==> src/synth_ctrl_regs.vh <==
// Constants for the synthesizer serial control block
`ifndef SYNTH_CTRL_REGS_VH
`define SYNTH_CTRL_REGS_VH

// Register offsets (word index on the local register port)
`define REG_STATUS      4'h0
`define REG_MASK        4'h1
`define REG_REF_LATCH   4'h2
`define REG_FB_LATCH    4'h3
`define REG_STATE       4'h4

// Status and mask bit positions
`define EV_LOCK_GAINED  0
`define EV_LOCK_LOST    1
`define EV_LATCH_LOAD   2
`define EV_POWER_DOWN   3
`define EV_W            4

// Shift word layout: control bit in bit 0
`define SHIFT_W         21
`define CTRL_BIT        0
`define REF_CNT_LSB     1
`define REF_CNT_W       14
`define PRE_SEL_BIT     15
`define FB_CNT_LSB      1
`define FB_CNT_W        20

// Reset values of the latches
`define REF_LATCH_RST   14'h000A
`define FB_LATCH_RST    20'h00040

// Lock window: pump pulses narrower than this count as locked
`define LOCK_WIN_NS     50
`define CLK_PERIOD_NS   10
`define LOCK_WIN_CYC    (`LOCK_WIN_NS / `CLK_PERIOD_NS)

`endif

==> src/pin_sync.v <==
// Two-flop synchroniser for a group of pins
`default_nettype none

module pin_sync #(
    parameter W = 1
) (
    // Clock and reset
    input  wire         mclk,
    input  wire         reset,
    // Pins in, synchronised levels out
    input  wire [W-1:0] pin_in,
    output wire [W-1:0] pin_out
);

    reg [W-1:0] meta_q;
    reg [W-1:0] sync_q;

    // First stage is read only by the second stage
    always @(posedge mclk or posedge reset) begin
        if (reset) begin
            meta_q <= {W{1'b0}};
            sync_q <= {W{1'b0}};
        end else begin
            meta_q <= pin_in;
            sync_q <= meta_q;
        end
    end

    assign pin_out = sync_q;

endmodule // pin_sync

`default_nettype wire

==> src/synth_ctrl.v <==
// Serial programming, phase detector and power-down control of a synthesizer
// What this block does
// - Sample serial data on each rising serial clock edge into the shift register.
// - Words arrive MSB first; the final LSB selects the destination latch.
// - Rising load strobe copies the shift register into the selected latch.
// - Low polarity select inverts the pump sense only, not the phase pulse outputs; high is normal.
// - While load strobe is high the loop switch mirrors the charge pump output.
// - Lock indicator stays high when locked, with only narrow low pulses.
// - Power-down input high means normal operation; low requests power saving.
// - Power-down entry waits until the charge pump is back at high impedance.
// - Prescaler offers a selectable pair of dual-modulus ratios.
// - A logic output mirrors a phase comparator input for monitoring.
// - Phase pulses leave on one push-pull output and one open-drain output.
`include "synth_ctrl_regs.vh"
`default_nettype none

module synth_ctrl #(
    parameter SHIFT_W = `SHIFT_W,
    parameter REF_W   = `REF_CNT_W,
    parameter FB_W    = `FB_CNT_W
) (
    // Clock and reset
    input  wire        mclk,
    input  wire        reset,
    // Three-wire serial port pins
    input  wire        ser_clk,
    input  wire        ser_data,
    input  wire        load_strobe,
    // Control pins
    input  wire        phase_polarity_select,
    input  wire        power_down_n,
    // Loop inputs, sampled as logic levels
    input  wire        ref_osc_in,
    input  wire        prescaler_in,
    // Loop outputs
    output reg         ref_osc_out,
    output reg         pump_up,
    output reg         pump_dn,
    output reg         loop_switch_on,
    output reg         loop_switch_up,
    output reg         loop_switch_dn,
    output reg         lock_indicator,
    output reg         monitor_out,
    output reg         phase_ref_out,
    output wire        phase_fb_o,
    output reg         phase_fb_oe,
    output reg         prescaler_ratio_sel,
    output reg         powered_down,
    // Register port
    input  wire [3:0]  reg_addr,
    input  wire [31:0] reg_wdata,
    input  wire        reg_wr,
    input  wire        reg_rd,
    output reg  [31:0] reg_rdata,
    // Interrupt
    output wire        irq
);

    // Phase detector states, one-hot
    localparam [2:0] PD_IDLE = 3'b001;
    localparam [2:0] PD_REF  = 3'b010;
    localparam [2:0] PD_FB   = 3'b100;

    // Synchronised pins
    wire [6:0] pins_s;
    wire       sclk_s;
    wire       sdat_s;
    wire       le_s;
    wire       pol_s;
    wire       power_down_n_n_s;
    wire       ref_s;
    wire       pre_s;

    pin_sync #(
        .W       (7)
    ) u_pin_sync (
        .mclk    (mclk),
        .reset   (reset),
        .pin_in  ({ser_clk, ser_data, load_strobe, phase_polarity_select,
                   ~power_down_n, ref_osc_in, prescaler_in}),
        .pin_out (pins_s)
    );

    assign sclk_s   = pins_s[6];
    assign sdat_s   = pins_s[5];
    assign le_s     = pins_s[4];
    assign pol_s    = pins_s[3];
    // Carried inverted so the cleared sync flops read as the idle high level,
    // otherwise every reset would fake a short power-down request
    assign power_down_n_n_s = ~pins_s[2];
    assign ref_s    = pins_s[1];
    assign pre_s    = pins_s[0];

    // Edge detection history
    reg sclk_d_q;
    reg le_d_q;
    reg ref_d_q;
    reg pre_d_q;
    wire sclk_rise = sclk_s & ~sclk_d_q;
    wire le_rise   = le_s & ~le_d_q;
    wire ref_rise  = ref_s & ~ref_d_q;
    wire pre_rise  = pre_s & ~pre_d_q;

    always @(posedge mclk or posedge reset) begin
        if (reset) begin
            sclk_d_q <= 1'b0;
            le_d_q   <= 1'b0;
            ref_d_q  <= 1'b0;
            pre_d_q  <= 1'b0;
        end else begin
            sclk_d_q <= sclk_s;
            le_d_q   <= le_s;
            ref_d_q  <= ref_s;
            pre_d_q  <= pre_s;
        end
    end

    // Serial shift register and latches
    reg [SHIFT_W-1:0] shift_q;
    reg [REF_W-1:0]   ref_latch_q;
    reg [FB_W-1:0]    fb_latch_q;
    reg               pre_sel_q;
    reg               latch_ev;

    // Shift on serial clock; host keeps it low around strobe edges, so the
    // two never coincide and the word is stable when the strobe rises
    always @(posedge mclk or posedge reset) begin
        if (reset) begin
            shift_q     <= {SHIFT_W{1'b0}};
            ref_latch_q <= `REF_LATCH_RST;
            fb_latch_q  <= `FB_LATCH_RST;
            pre_sel_q   <= 1'b0;
            latch_ev    <= 1'b0;
        end else begin
            latch_ev <= 1'b0;
            if (sclk_rise) begin
                shift_q <= {shift_q[SHIFT_W-2:0], sdat_s};
            end
            if (le_rise) begin
                latch_ev <= 1'b1;
                if (shift_q[`CTRL_BIT]) begin
                    ref_latch_q <= shift_q[`REF_CNT_LSB +: REF_W];
                    pre_sel_q   <= shift_q[`PRE_SEL_BIT];
                end else begin
                    fb_latch_q  <= shift_q[`FB_CNT_LSB +: FB_W];
                end
            end
        end
    end

    // Prescaler ratio pair select drives the external modulus choice
    always @(posedge mclk or posedge reset) begin
        if (reset) begin
            prescaler_ratio_sel <= 1'b0;
        end else begin
            prescaler_ratio_sel <= pre_sel_q;
        end
    end

    // Power-down handling
    reg  [2:0] pd_state_q;
    wire       pump_idle = (pd_state_q == PD_IDLE);

    // Entry waits for the pump pins to go quiet so no charge is dumped mid-pulse;
    // the pump outputs lag the detector state by one cycle, so both are checked
    always @(posedge mclk or posedge reset) begin
        if (reset) begin
            powered_down <= 1'b0;
        end else if (power_down_n_n_s) begin
            powered_down <= 1'b0;
        end else if (pump_idle && !pump_up && !pump_dn) begin
            powered_down <= 1'b1;
        end
    end

    // Reference and feedback dividers; cleared while powered down
    reg  [REF_W-1:0] ref_cnt_q;
    reg  [FB_W-1:0]  fb_cnt_q;
    reg              ref_tick;
    reg              fb_tick;

    always @(posedge mclk or posedge reset) begin
        if (reset) begin
            ref_cnt_q <= {REF_W{1'b0}};
            fb_cnt_q  <= {FB_W{1'b0}};
            ref_tick  <= 1'b0;
            fb_tick   <= 1'b0;
        end else if (powered_down) begin
            ref_cnt_q <= {REF_W{1'b0}};
            fb_cnt_q  <= {FB_W{1'b0}};
            ref_tick  <= 1'b0;
            fb_tick   <= 1'b0;
        end else begin
            ref_tick <= 1'b0;
            fb_tick  <= 1'b0;
            if (ref_rise) begin
                if (ref_cnt_q + 1'b1 >= ref_latch_q) begin
                    ref_cnt_q <= {REF_W{1'b0}};
                    ref_tick  <= 1'b1;
                end else begin
                    ref_cnt_q <= ref_cnt_q + 1'b1;
                end
            end
            if (pre_rise) begin
                if (fb_cnt_q + 1'b1 >= fb_latch_q) begin
                    fb_cnt_q <= {FB_W{1'b0}};
                    fb_tick  <= 1'b1;
                end else begin
                    fb_cnt_q <= fb_cnt_q + 1'b1;
                end
            end
        end
    end

    // Monitor output follows the divided reference seen by the comparator
    always @(posedge mclk or posedge reset) begin
        if (reset) begin
            monitor_out <= 1'b0;
            ref_osc_out <= 1'b1;
        end else begin
            monitor_out <= ref_tick;
            ref_osc_out <= ~ref_s;
        end
    end

    // Phase-frequency detector: leading edge opens a pulse, lagging one ends it
    always @(posedge mclk or posedge reset) begin
        if (reset) begin
            pd_state_q <= PD_IDLE;
        end else if (powered_down) begin
            pd_state_q <= PD_IDLE;
        end else begin
            case (pd_state_q)
                PD_IDLE: begin
                    if (ref_tick && !fb_tick) begin
                        pd_state_q <= PD_REF;
                    end else if (fb_tick && !ref_tick) begin
                        pd_state_q <= PD_FB;
                    end
                end
                PD_REF: begin
                    if (fb_tick) begin
                        pd_state_q <= PD_IDLE;
                    end
                end
                PD_FB: begin
                    if (ref_tick) begin
                        pd_state_q <= PD_IDLE;
                    end
                end
                default: begin
                    pd_state_q <= PD_IDLE;
                end
            endcase
        end
    end

    // Pump drive with polarity select applied
    wire up_raw = (pd_state_q == PD_REF);
    wire dn_raw = (pd_state_q == PD_FB);
    wire up_sel = pol_s ? up_raw : dn_raw;
    wire dn_sel = pol_s ? dn_raw : up_raw;

    // Pump, loop switch and comparator pulse outputs
    always @(posedge mclk or posedge reset) begin
        if (reset) begin
            pump_up        <= 1'b0;
            pump_dn        <= 1'b0;
            loop_switch_on <= 1'b0;
            loop_switch_up <= 1'b0;
            loop_switch_dn <= 1'b0;
            phase_ref_out  <= 1'b0;
            phase_fb_oe    <= 1'b0;
        end else begin
            pump_up        <= up_sel;
            pump_dn        <= dn_sel;
            loop_switch_on <= le_s;
            loop_switch_up <= le_s & up_sel;
            loop_switch_dn <= le_s & dn_sel;
            phase_ref_out  <= up_raw;
            phase_fb_oe    <= dn_raw;
        end
    end

    // Open-drain output only ever pulls low
    assign phase_fb_o = 1'b0;

    // Lock detection: measure each pump pulse against the lock window
    reg [7:0] pulse_len_q;
    reg       locked_q;
    reg       lock_gain_ev;
    reg       lock_lost_ev;
    wire      pump_busy = ~pump_idle;

    always @(posedge mclk or posedge reset) begin
        if (reset) begin
            pulse_len_q  <= 8'h00;
            locked_q     <= 1'b0;
            lock_gain_ev <= 1'b0;
            lock_lost_ev <= 1'b0;
        end else begin
            lock_gain_ev <= 1'b0;
            lock_lost_ev <= 1'b0;
            if (pump_busy) begin
                if (pulse_len_q != 8'hFF) begin
                    pulse_len_q <= pulse_len_q + 8'h01;
                end
                if (pulse_len_q >= `LOCK_WIN_CYC && locked_q) begin
                    locked_q     <= 1'b0;
                    lock_lost_ev <= 1'b1;
                end
            end else begin
                pulse_len_q <= 8'h00;
                if (pulse_len_q != 8'h00 && pulse_len_q < `LOCK_WIN_CYC && !locked_q) begin
                    locked_q     <= 1'b1;
                    lock_gain_ev <= 1'b1;
                end
            end
        end
    end

    // High while locked, dropping only for the narrow pump pulses
    always @(posedge mclk or posedge reset) begin
        if (reset) begin
            lock_indicator <= 1'b0;
        end else begin
            lock_indicator <= locked_q & pump_idle;
        end
    end

    // Power-down entry event
    reg pd_d_q;
    always @(posedge mclk or posedge reset) begin
        if (reset) begin
            pd_d_q <= 1'b0;
        end else begin
            pd_d_q <= powered_down;
        end
    end

    // Sticky status, mask and interrupt
    reg  [`EV_W-1:0] status_q;
    reg  [`EV_W-1:0] mask_q;
    wire [`EV_W-1:0] events;
    wire             status_rd = reg_rd && (reg_addr == `REG_STATUS);

    assign events = {powered_down & ~pd_d_q, latch_ev, lock_lost_ev, lock_gain_ev};

    // A set arriving with the clearing read still wins
    always @(posedge mclk or posedge reset) begin
        if (reset) begin
            status_q <= {`EV_W{1'b0}};
        end else begin
            status_q <= (status_rd ? {`EV_W{1'b0}} : status_q) | events;
        end
    end

    always @(posedge mclk or posedge reset) begin
        if (reset) begin
            mask_q <= {`EV_W{1'b0}};
        end else if (reg_wr && reg_addr == `REG_MASK) begin
            mask_q <= reg_wdata[`EV_W-1:0];
        end
    end

    assign irq = |(status_q & mask_q);

    // Register read data, one cycle after the strobe, zero otherwise
    always @(posedge mclk or posedge reset) begin
        if (reset) begin
            reg_rdata <= 32'h00000000;
        end else if (reg_rd) begin
            case (reg_addr)
                `REG_STATUS:    reg_rdata <= {{(32-`EV_W){1'b0}}, status_q};
                `REG_MASK:      reg_rdata <= {{(32-`EV_W){1'b0}}, mask_q};
                `REG_REF_LATCH: reg_rdata <= {{(31-REF_W){1'b0}}, pre_sel_q, ref_latch_q};
                `REG_FB_LATCH:  reg_rdata <= {{(32-FB_W){1'b0}}, fb_latch_q};
                `REG_STATE:     reg_rdata <= {27'h0000000, powered_down, locked_q, pd_state_q};
                default:        reg_rdata <= 32'h00000000;
            endcase
        end else begin
            reg_rdata <= 32'h00000000;
        end
    end

endmodule // synth_ctrl

`default_nettype wire

==> config.mk <==
export PLATFORM = sky130hd
export DESIGN_NAME = synth_ctrl
export DESIGN_NICKNAME = d
export VERILOG_FILES = /design/src/pin_sync.v /design/src/synth_ctrl.v
export VERILOG_INCLUDE_DIRS = /design/src
export SDC_FILE = /design/constraint.sdc
export NUM_CORES = 1
export LEC_CHECK = 0
export ABC_AREA = 1
export BUFFER_PORTS_ARGS = -buffer_cell sky130_fd_sc_hd__buf_2
export CELL_PAD_IN_SITES_DETAIL_PLACEMENT = 1
export CELL_PAD_IN_SITES_GLOBAL_PLACEMENT = 1
export CORE_MARGIN = 2
export CORE_UTILIZATION = 40
export DETAILED_ROUTE_END_ITERATION = 7
export PLACE_DENSITY = 0.86
export RECOVER_POWER = 25
export SYNTH_ARGS = -nofsm -noshare
export SYNTH_HDL_FRONTEND = slang
export SYNTH_SLANG_ARGS = --single-unit
==> constraint.sdc <==
create_clock -name mclk -period 5 [get_ports mclk]
set_input_delay 0.5 -clock mclk [delete_from_list [all_inputs] [get_ports mclk]]
set_output_delay 0.5 -clock mclk [all_outputs]
set_load 0.1 [all_outputs]
# After elaboration in Yosys (flattened, before gate mapping)
# Cells that the tools add are included.
# W data, S select, Z words.
dict set report word_totals {
  reg_bits 177
  latch_bits 0
  ram_bits 0
  rom_bits 0
  input_bits 47
  out_inout_bits 46
  word_cells 133
  mem_count 0
}
dict set report op_classes {
  addsub 3
  multipliers 0
  div 0
  n_lt_le_gt_ge 4
  n_eq_ne 13
  shift 0
  mux 35
  bitwise 18
  n_reduce_logical 25
}
# cell count
set ops {}
lappend ops {{$pmux W20 S5} 1}
lappend ops {{$mux W20} 3}
lappend ops {{$mux W14} 3}
lappend ops {{$mux W32} 1}
lappend ops {{$add A20 B1 Y20 const B} 1}
lappend ops {{$ge A20 B20 Y1} 1}
lappend ops {{$mux W1} 18}
lappend ops {{$mux W8} 2}
lappend ops {{$mux W3} 5}
lappend ops {{$add A14 B1 Y14 const B} 1}
lappend ops {{$ge A14 B14 Y1} 1}
lappend ops {{$logic_and A1 B1 Y1} 9}
lappend ops {{$pmux W3 S3} 1}
lappend ops {{$add A8 B1 Y8 const B} 1}
lappend ops {{$and A1 B1 Y1} 8}
lappend ops {{$eq A4 B2 Y1 const B} 2}
lappend ops {{$ge A8 B3 Y1 const B} 1}
lappend ops {{$lt A8 B3 Y1 const B} 1}
lappend ops {{$ne A8 B8 Y1 const B} 1}
lappend ops {{$not A1 Y1} 8}
lappend ops {{$reduce_bool A2 Y1} 4}
lappend ops {{$reduce_bool A8 Y1} 1}
lappend ops {{$ne A3 B3 Y1 const B} 2}
lappend ops {{$reduce_and A2 Y1} 3}
lappend ops {{other kinds (15)} 19}

# Longest topological paths before layout
# Gate-level depths: netlist (run 1).
dict set report depth {
  word_depth 6
  ltp_mapped 19
  mapped_depth_nobuf 18
}

# Cells and area by module
# Synthesis (run 1) repeated with hierarchy kept, for this count alone.
dict set report hier_totals {
  hier_cells 984
  area_unflattened_um2 8250.4
}
# mod instances cells_per_inst area_each_um2 seq_area_each_um2
set by_module_without_submodules {}
lappend by_module_without_submodules {synth_ctrl 1 969 7896.3 3784.9}
lappend by_module_without_submodules {pin_sync 1 15 354.1 350.3}

# Worst setup path after synthesis (run 1)
# No wires, ideal clock.
dict set report synth_path {
  path_type {register -> output}
  startpoint {register mask_q[0]}
  endpoint {output port irq}
  t_arrival_ps 2469
  required_time_ps 4500
  path_slack_ps 2031
  path_stages_with_launch 3
  path_buffers 0
  path_cell_list {dfrtp_1 inv_1 o21ai_0}
}
dict set report synth_between {
  elab_chain_cells 2
}
# item line
set synth_rtl {}
lappend synth_rtl {{start: declaration} synth_ctrl.v:343} ;# reg [`EV_W-1:0] mask_q;
lappend synth_rtl {{start signal: assignment} synth_ctrl.v:360} ;# mask_q <= {`EV_W{1'b0}};
lappend synth_rtl {{start signal: assignment} synth_ctrl.v:362} ;# mask_q <= reg_wdata[`EV_W-1:0];
lappend synth_rtl {{$and A4 B4 Y4} synth_ctrl.v:366} ;# assign irq = |(status_q & mask_q);
lappend synth_rtl {{$reduce_or A4 Y1} synth_ctrl.v:366}
lappend synth_rtl {{end: declaration} synth_ctrl.v:56} ;# output wire irq
# No other way between the ends.

==> reports/metrics.csv, run 1 <==
stage;metric;value;unit
logic_synthesis;synth_fa_ha_area_frac;0.06056;
finish;utilization;0.4601;
critical_path;rr_startpoint;fb_cnt_q[0];
timing;rsz0062_at_grt;false;
logic_synthesis;sequential_element_share_of_the_synthesized_area;0.5004;
clock_network;clk_path_buf_depth;2;
critical_path;reg2reg_depth;17;
floorplanning;floorplan.initialDensity;0.4084;
critical_path;required;4.74;ns
finish;layout-drive-gt1-share;0.1105;
logic_synthesis;synth_commonest_cells;sky130_fd_sc_hd__nand2_1, sky130_fd_sc_hd__dfrtp_1, sky130_fd_sc_hd__inv_1;
critical_path;maximum_fanout_along_the_worst_path;90;
floorplanning;core-area;0.02023;mm2
logic_synthesis;synth_top_family_by_area;simple AND/OR/NAND/NOR gates;
min_path;holdPathStages;1;
grt;overall_global_routing_usage;0.2059;
route;drt_first_iter_violations;258;
logic_synthesis;yosys-mux-area-fraction;0;
critical_path;worst-path-stages;2;
clock_network;cts_hold_repair.buffers;0;
critical_path;critPathMaxStageDelay;2.43;ns
power_and_ir_drop;seqPwrFrac;0.406;
timing;fin_crit;3.330;ns
grt;pin_count_of_the_biggest_net_entering_global_routing;91;
logic_synthesis;asyncSetResetFlopFracSynth;1.000;
timing;timing.slew.headroom;-1.336;
route;met3WireLength;741;um
power_and_ir_drop;leakage;4.639;nW
floorplanning;die_h;147.7;um
timing;hold_slack;0.1653;ns
timing;maxClockFrequency;300.3;MHz
clock_network;cell_chosen_for_the_clock_root;sky130_fd_sc_hd__clkbuf_16;
timing;fin_setup_tns;0;ns
logic_synthesis;synth_cell_types;37;
power_and_ir_drop;vdd_drop_max;0.0002117;V
route;vias_per_cell;5.003;
timing;fin_skew;0.008806;ns
logic_synthesis;synth_compound_area_frac;0.1033;
clock_network;post_cts.resized_instances;0;
min_path;worst_hold_startpoint;ser_data;
route;wire_length_per_cell_after_detailed_routing;15.64;um
floorplanning;fp.dieArea;0.02183;mm2
logic_synthesis;post_synth_xor_area_fraction;0.02513;
critical_path;worstPathArrival;3.07;ns
critical_path;critPathTopFamily;buffers and inverters;
route;drt-total-wl;20.78;mm
finish;antenna_cells;0;
place;placed_cells;1297;
floorplanning;io_pins;93;
logic_synthesis;ys_top_cells_by_area;sky130_fd_sc_hd__dfrtp_1, sky130_fd_sc_hd__nand2_1, sky130_fd_sc_hd__inv_1, sky130_fd_sc_hd__ha_1, sky130_fd_sc_hd__nor2_1;
clock_network;cts_tree;built;
place;hpwl;14.95;mm
grt;antenna_found_initial;0;
timing;final_min_period_over_clock_period;0.6659;
critical_path;cp_num_buf_inv;2;
route;final_antenna_net_count;0;
critical_path;timing_worst_setup_path_type;input port to async pin;
timing;timing_worst_slew_pin_value;3.499;ns
finish;layout.cell_area.non_filler;0.009309;mm2
clock_network;cts_inserted_buffers;17;
finish;design.final.nets;1133;
logic_synthesis;synth_largest_type_area_fraction;0.4845;
route;drc;0;
flow_run;cap_viol_max_count;1;
power_and_ir_drop;powerDensity;436.7;mW/mm2
clock_network;post-cts-setup-buffers;0;
route;detailedRoute.firstPassIterationCount;5;
clock_network;path_clk_slew;0.07;ns
critical_path;timing.critical_path.to_type;async pin;
power_and_ir_drop;sw_frac_of_total;0.3917;
power_and_ir_drop;proportion_of_power_drawn_by_the_clock_network;0.311;
critical_path;critical-path-slowest-cell;sky130_fd_sc_hd__inv_1;
outcome;violated_checks;capacitance limit, slew limit;
logic_synthesis;synth_largest_area_cell;sky130_fd_sc_hd__dfrtp_1;
logic_synthesis;synth.ff_latch_count;165;
place;globalplace.congestion;0.7816;
logic_synthesis;synth_warn;0;
finish;synthToLayoutAreaGrowth;12.64;%
outcome;status;complete, but fails checks;
place;placement.cell_area;0.008752;mm2
power_and_ir_drop;power_frac_comb;0.282;
clock_network;htree_num_levels;4;
logic_synthesis;synth.most_common_cell;sky130_fd_sc_hd__nand2_1;
floorplanning;placement_rows;52;
grt;grt_pass1_wl;35.48;mm
critical_path;crit_path_cell_trace;buf_2 > inv_1;
logic_synthesis;number_of_standard_cells_after_synthesis;996;
power_and_ir_drop;power.net_switching;0.001592;W
route;wirelength_met1;8.923;mm
grt;via_count_of_the_first_global_routing_pass;7223;
critical_path;critical_path.startpoint;reset;
timing;timing.final.hold_violations;0;
logic_synthesis;ys_flop_type;sky130_fd_sc_hd__dfrtp_1;
timing;slew_viol_final;91;
floorplanning;chipWidth;147.7;um
clock_network;clk-insertion-delay-late;0.44;ns
logic_synthesis;synth_simple_gate_area_share;0.2121;
power_and_ir_drop;power.internal;0.002473;W
min_path;classification_of_the_worst_slack_hold_path;input port to flop;
logic_synthesis;syn_avg_cell_area;8.297;um2
timing;setup-violations-final;0;
finish;layoutNonFillerInstCount;1329;
place;place.port_buffers;51;
logic_synthesis;synth_edf_count;0;
grt;grt_overflow;0;
route;detailroute.wirelength.met2;10.63;mm
route;top_signal_layer_used;met4;
clock_network;numClockSinks;165;
logic_synthesis;netlist_area;0.008264;mm2
route;vias;6649;
critical_path;timing.critical_path.from_type;input port;
[per-layer routing]
metal / up-vias / track usage
li1: 3197 / -
met1: 3318 / 0.2509
met2: 100 / 0.3607
met3: 34 / 0.03827
met4: 0 / 0.08221
met5: - / 0
[stage by stage]
step | power, W | worst slack, ns
2_1_floorplan | 0.002522 | 0.04660
3_3_place_gp | 0.002751 | 2.048
3_5_place_dp | 0.002814 | 1.896
4_1_cts | 0.004103 | 1.883
5_1_grt | 0.004327 | 0.9219
6_report | 0.004066 | 1.670
[state kept, by name, indices dropped and copies added, names as in the netlist, 3 cells and up]
register	cells
shift_q	21
fb_cnt_q	20
fb_latch_q	20
reg_rdata	20
ref_cnt_q	14
ref_latch_q	14
pulse_len_q	8
u_pin_sync.meta_q	7
u_pin_sync.pin_out	7
mask_q	4
status_q	4
pd_state_q	3
[layout make-up]
class / instances / area, um2
Clock buffer: 17 / 425.4
Tap cell: 270 / 337.8
Inverter: 164 / 615.6
Fill cell: 2483 / 10930
Timing Repair Buffer: 56 / 292.8
Multi-Input combinational cell: 642 / 3366
Sequential cell: 165 / 4135
Clock inverter: 15 / 136.4
[kinds of logic after synthesis]
logic type,after synthesis
xor gates and xnor gates,22
adders and majority gates,40
DFF,165
buffers and inverters,201
other,1
AOI/OAI and AO/OA,146
and+or+nand+nor,421
[path summary, 6_finish.rpt]
kind                                          to  slack, ns
setup / recovery                     shift_q[18]       1.67
hold / removal              u_pin_sync.meta_q[5]       0.17
setup reg to reg                    fb_cnt_q[15]       1.89
hold reg to reg            u_pin_sync.pin_out[1]       0.35
max in group mclk                   fb_cnt_q[15]       1.89
min in group asynchronous   u_pin_sync.meta_q[2]       1.35
[power groups by stage]
| stage | logic (W) | clock network [W] | registers (W) |
|---|---|---|---|
| floorplan | 0.000737 | 0 | 0.00178 |
| global placement | 0.00109 | 0 | 0.00166 |
| detailed placement | 0.00114 | 0 | 0.00167 |
| CTS | 0.00116 | 0.00129 | 0.00165 |
| global route | 0.00130 | 0.00136 | 0.00167 |
| finish | 0.00115 | 0.00127 | 0.00165 |
[layout by cell type (no fill, tap or decap), drive strengths merged, types with 17 or more instances in the layout]
master    n
a21oi    24
nand3    46
buf      56
clkbuf   17
o21ai    66
nand2   237
o21bai   26
nor2    111
inv     171
xor2     19
o22ai    21
ha       40
dfrtp   160
No activity file was read; power rests on OpenSTA's default activity.
==> inputs of run 2 (changes only) <==
- ABC_AREA: 1 -> 0
- PLACE_DENSITY: 0.86 -> 0.81
- clock period: 5 -> 3.1 ns (I/O delays scaled with it)
==> run 2 against run 1 <==
  * Synthesized cell count shrank 28%
  * Clock skew is essentially flat
  * Sequential power grew 66%
  * Utilization grew 4.7 points
  * Area after synthesis shrank 6.8%
  * Sequential cell count is the same
  * Hold slack lost 0.16 ns
  * Global-route usage grew 0.78 points
  * Critical path depth grew 13
  * The flow finishes with violations (capacitance limit, slew limit, setup timing)
==> reports/metrics.csv, run 2 <==
stage;metric;value;unit;change
outcome;status;complete, but fails checks;;
outcome;violated_checks;capacitance limit, slew limit, setup timing;;
timing;rsz0062_at_grt;true;;
floorplanning;placement_rows;50;;-3.8%
place;hpwl;13.77;mm;-7.9%
floorplanning;die_h;142.8;um;-3.3%
timing;timing.slew.headroom;-0.2911;;+1.044
logic_synthesis;synth_largest_type_area_fraction;0.5196;;+0.03517
logic_synthesis;synth_edf_count;0;;unchanged
timing;hold_slack;0.004633;ns;-0.1606 ns
critical_path;maximum_fanout_along_the_worst_path;8;;-91%
finish;design.final.nets;924;;-18%
route;detailedRoute.firstPassIterationCount;5;;unchanged
grt;overall_global_routing_usage;0.2137;;+0.007830
logic_synthesis;synth_commonest_cells;sky130_fd_sc_hd__dfrtp_1, sky130_fd_sc_hd__nand2_1, sky130_fd_sc_hd__inv_1;;
finish;layout-drive-gt1-share;0.2776;;+0.1672
critical_path;timing.critical_path.to_type;flop;;
timing;setup-violations-final;21;;+21
route;wire_length_per_cell_after_detailed_routing;18.68;um;+19%
logic_synthesis;synth_cell_types;51;;+38%
grt;grt_pass1_wl;33.80;mm;-4.7%
clock_network;path_clk_slew;0.07;ns;about the same
critical_path;crit_path_cell_trace;and4_1 > and4_4 > and4_4 > buf_6 > buf_4 > nand2b_1 > nand2_1 > ha_4 > a21oi_1 > nor2_1 > a2111o_1 > a2111o_1 > buf_12 > or3_4 > o211ai_2;;
finish;regMostFlops;shift_q;;
critical_path;timing.critical_path.from_type;flop;;
power_and_ir_drop;total_power;0.005971;W;+47%
logic_synthesis;asyncSetResetFlopFracSynth;1.000;;unchanged
logic_synthesis;synth.most_common_cell;sky130_fd_sc_hd__dfrtp_1;;
logic_synthesis;synth_largest_area_cell;sky130_fd_sc_hd__dfrtp_1;;
timing;fin_setup_tns;-7.537;ns;-7.537 ns
logic_synthesis;ys_top_cells_by_area;sky130_fd_sc_hd__dfrtp_1, sky130_fd_sc_hd__ha_1, sky130_fd_sc_hd__mux2_2, sky130_fd_sc_hd__nand2_1, sky130_fd_sc_hd__inv_1;;
grt;grt_overflow;0;;unchanged
clock_network;cell_chosen_for_the_clock_root;sky130_fd_sc_hd__clkbuf_16;;
timing;final_min_period_over_clock_period;1.144;;
finish;most-common-layout-cells;sky130_fd_sc_hd__dfrtp_1, sky130_fd_sc_hd__nand2_1, sky130_fd_sc_hd__buf_4;;
logic_synthesis;ys_flop_type;sky130_fd_sc_hd__dfrtp_1;;
finish;final_common_cell;sky130_fd_sc_hd__dfrtp_1;;
critical_path;timing_worst_setup_path_type;flop to flop;;
critical_path;critPathMaxStageDelay;0.45;ns;-1.98 ns
floorplanning;chipWidth;142.8;um;-3.3%
power_and_ir_drop;leakage;4.760;nW;+2.6%
logic_synthesis;sequential_element_share_of_the_synthesized_area;0.5367;;+0.03632
timing;fin_skew;0.009103;ns;+0.0002971 ns
route;drt-total-wl;20.74;mm;-0.23%
flow_run;cap_viol_max_count;2;;+1
logic_synthesis;number_of_standard_cells_after_synthesis;717;;-28%
route;vias;5834;;-12%
critical_path;worstPathArrival;3.90;ns;+0.83 ns
critical_path;critical-path-slowest-cell;sky130_fd_sc_hd__a2111o_1;;
logic_synthesis;synth.ff_latch_count;165;;unchanged
timing;slew_viol_final;71;;-22%
grt;pin_count_of_the_biggest_net_entering_global_routing;42;;-54%
grt;antenna_found_initial;1;;+1
finish;utilization;0.5074;;+0.04732
timing;timing_worst_slew_pin_value;1.926;ns;-1.573 ns
clock_network;htree_num_levels;4;;unchanged
place;place.port_buffers;51;;unchanged
route;wirelength_met1;8.694;mm;-2.6%
clock_network;cts_tree;built;;
route;drt_first_iter_violations;274;;+6.2%
clock_network;clk_path_buf_depth;2;;unchanged
floorplanning;core-area;0.01883;mm2;-6.9%
timing;fin_crit;3.546;ns;
logic_synthesis;netlist_area;0.007705;mm2;-6.8%
place;post-place-ws;-0.3146;ns;-2.211 ns
finish;antenna_cells;0;;unchanged
floorplanning;floorplan.initialDensity;0.4092;;+0.0007475
floorplanning;fp.dieArea;0.02039;mm2;-6.6%
floorplanning;io_pins;93;;unchanged
logic_synthesis;synth_warn;0;;unchanged
route;met3WireLength;745;um;+0.54%
min_path;classification_of_the_worst_slack_hold_path;input port to flop;;
grt;via_count_of_the_first_global_routing_pass;6539;;-9.5%
power_and_ir_drop;powerDensity;625.0;mW/mm2;+43%
clock_network;cts_inserted_buffers;17;;unchanged
logic_synthesis;syn_avg_cell_area;10.75;um2;+30%
finish;max_reg_flops;21;;unchanged
route;final_antenna_net_count;0;;unchanged
timing;setup_slack;-0.4458;ns;-2.116 ns
route;detailroute.wirelength.met2;10.81;mm;+1.7%
timing;timing.final.hold_violations;0;;unchanged
route;top_signal_layer_used;met4;;
power_and_ir_drop;vdd_drop_max;0.0003956;V;+87%
clock_network;clk-insertion-delay-late;0.44;ns;about the same
critical_path;required;3.46;ns;-1.28 ns
finish;synthToLayoutAreaGrowth;24.00;%;
clock_network;numClockSinks;165;;unchanged
route;drc;0;;unchanged
place;globalplace.congestion;0.8087;;+3.5%
timing;maxClockFrequency;282.0;MHz;
route;vias_per_cell;5.256;;+5.1%
## run 2: cell families after synthesis
group / count (synthesis) / synth area share
simple gates: 230 / 0.1466
flops: 165 / 0.5367
compound gates: 127 / 0.1104
buf+inv: 84 / 0.04758
mux: 42 / 0.06138
fa+ha+maj: 40 / 0.06496
xor+xnor: 28 / 0.03183
other cells: 1 / 0.0004867
## run 2: worst paths after layout
path | from | to | slack (ns) | cells after the start
worst max-delay path | fb_cnt_q[0] | fb_cnt_q[19] | -0.45 | 15
worst min-delay path | power_down_n | u_pin_sync.meta_q[2] | 0.005 | 2
worst max register to register | fb_cnt_q[0] | fb_cnt_q[19] | -0.45 | 15
worst min register to register | u_pin_sync.meta_q[1] | u_pin_sync.pin_out[1] | 0.35 | 0
max in group asynchronous | reset | ref_cnt_q[8] | 0.62 | 3
min in group asynchronous | reset | u_pin_sync.meta_q[1] | 0.36 | 2
## run 2: report_power, final
part | switching (W) | internal (W) | total, W | leakage [nW]
combinational | 0.000693 | 0.000462 | 0.00116 | 2.33
sequential | 0.000274 | 0.00247 | 0.00274 | 2.16
clock | 0.000914 | 0.00116 | 0.00207 | 0.274
## run 2: cell type report
cell class              instances  area, um2
flip-flops and latches        165       4135
well taps                     260      325.3
clock buffers                  20      456.7
inverters                      50      188.9
repair buffers                123      843.3
clock inverters                12      118.9
fillers                      2014       9276
multi-input cells             480       3486
## run 2: per-layer routing
layer | vias to the layer above | track usage
met5 | - | 0
met4 | 0 | 0.08650
met3 | 36 | 0.04326
met2 | 110 | 0.3765
met1 | 2976 | 0.2558
li1 | 2712 | -
## run 2: timing repair
item | 4_1_cts | 5_1_grt
setup endpoints to repair | 28 | 30
endpoints found under the hold margin | 6 | 0
setup buffers | 9 | 2
hold buffers | 6 | 0
pin swaps | 17 | 10
resized for setup | 33 | 15
## run 2: metrics by stage
stage	cells	area, um2
floorplan	729	7762
global placement	1061	8651
detailed placement	1061	8651
CTS	1108	9499
global route	1110	9554
finish	1110	9554
## run 2: worst max-delay path: cells and delay by family (launching register included)
family	cells	cell delay, ns
AND/OR/NAND/NOR	7	1.33
AO/OA/AOI/OAI	4	1.13
flip-flops	1	0.39
buffers and inverters	3	0.37
adder cells (fa/ha/maj)	1	0.25
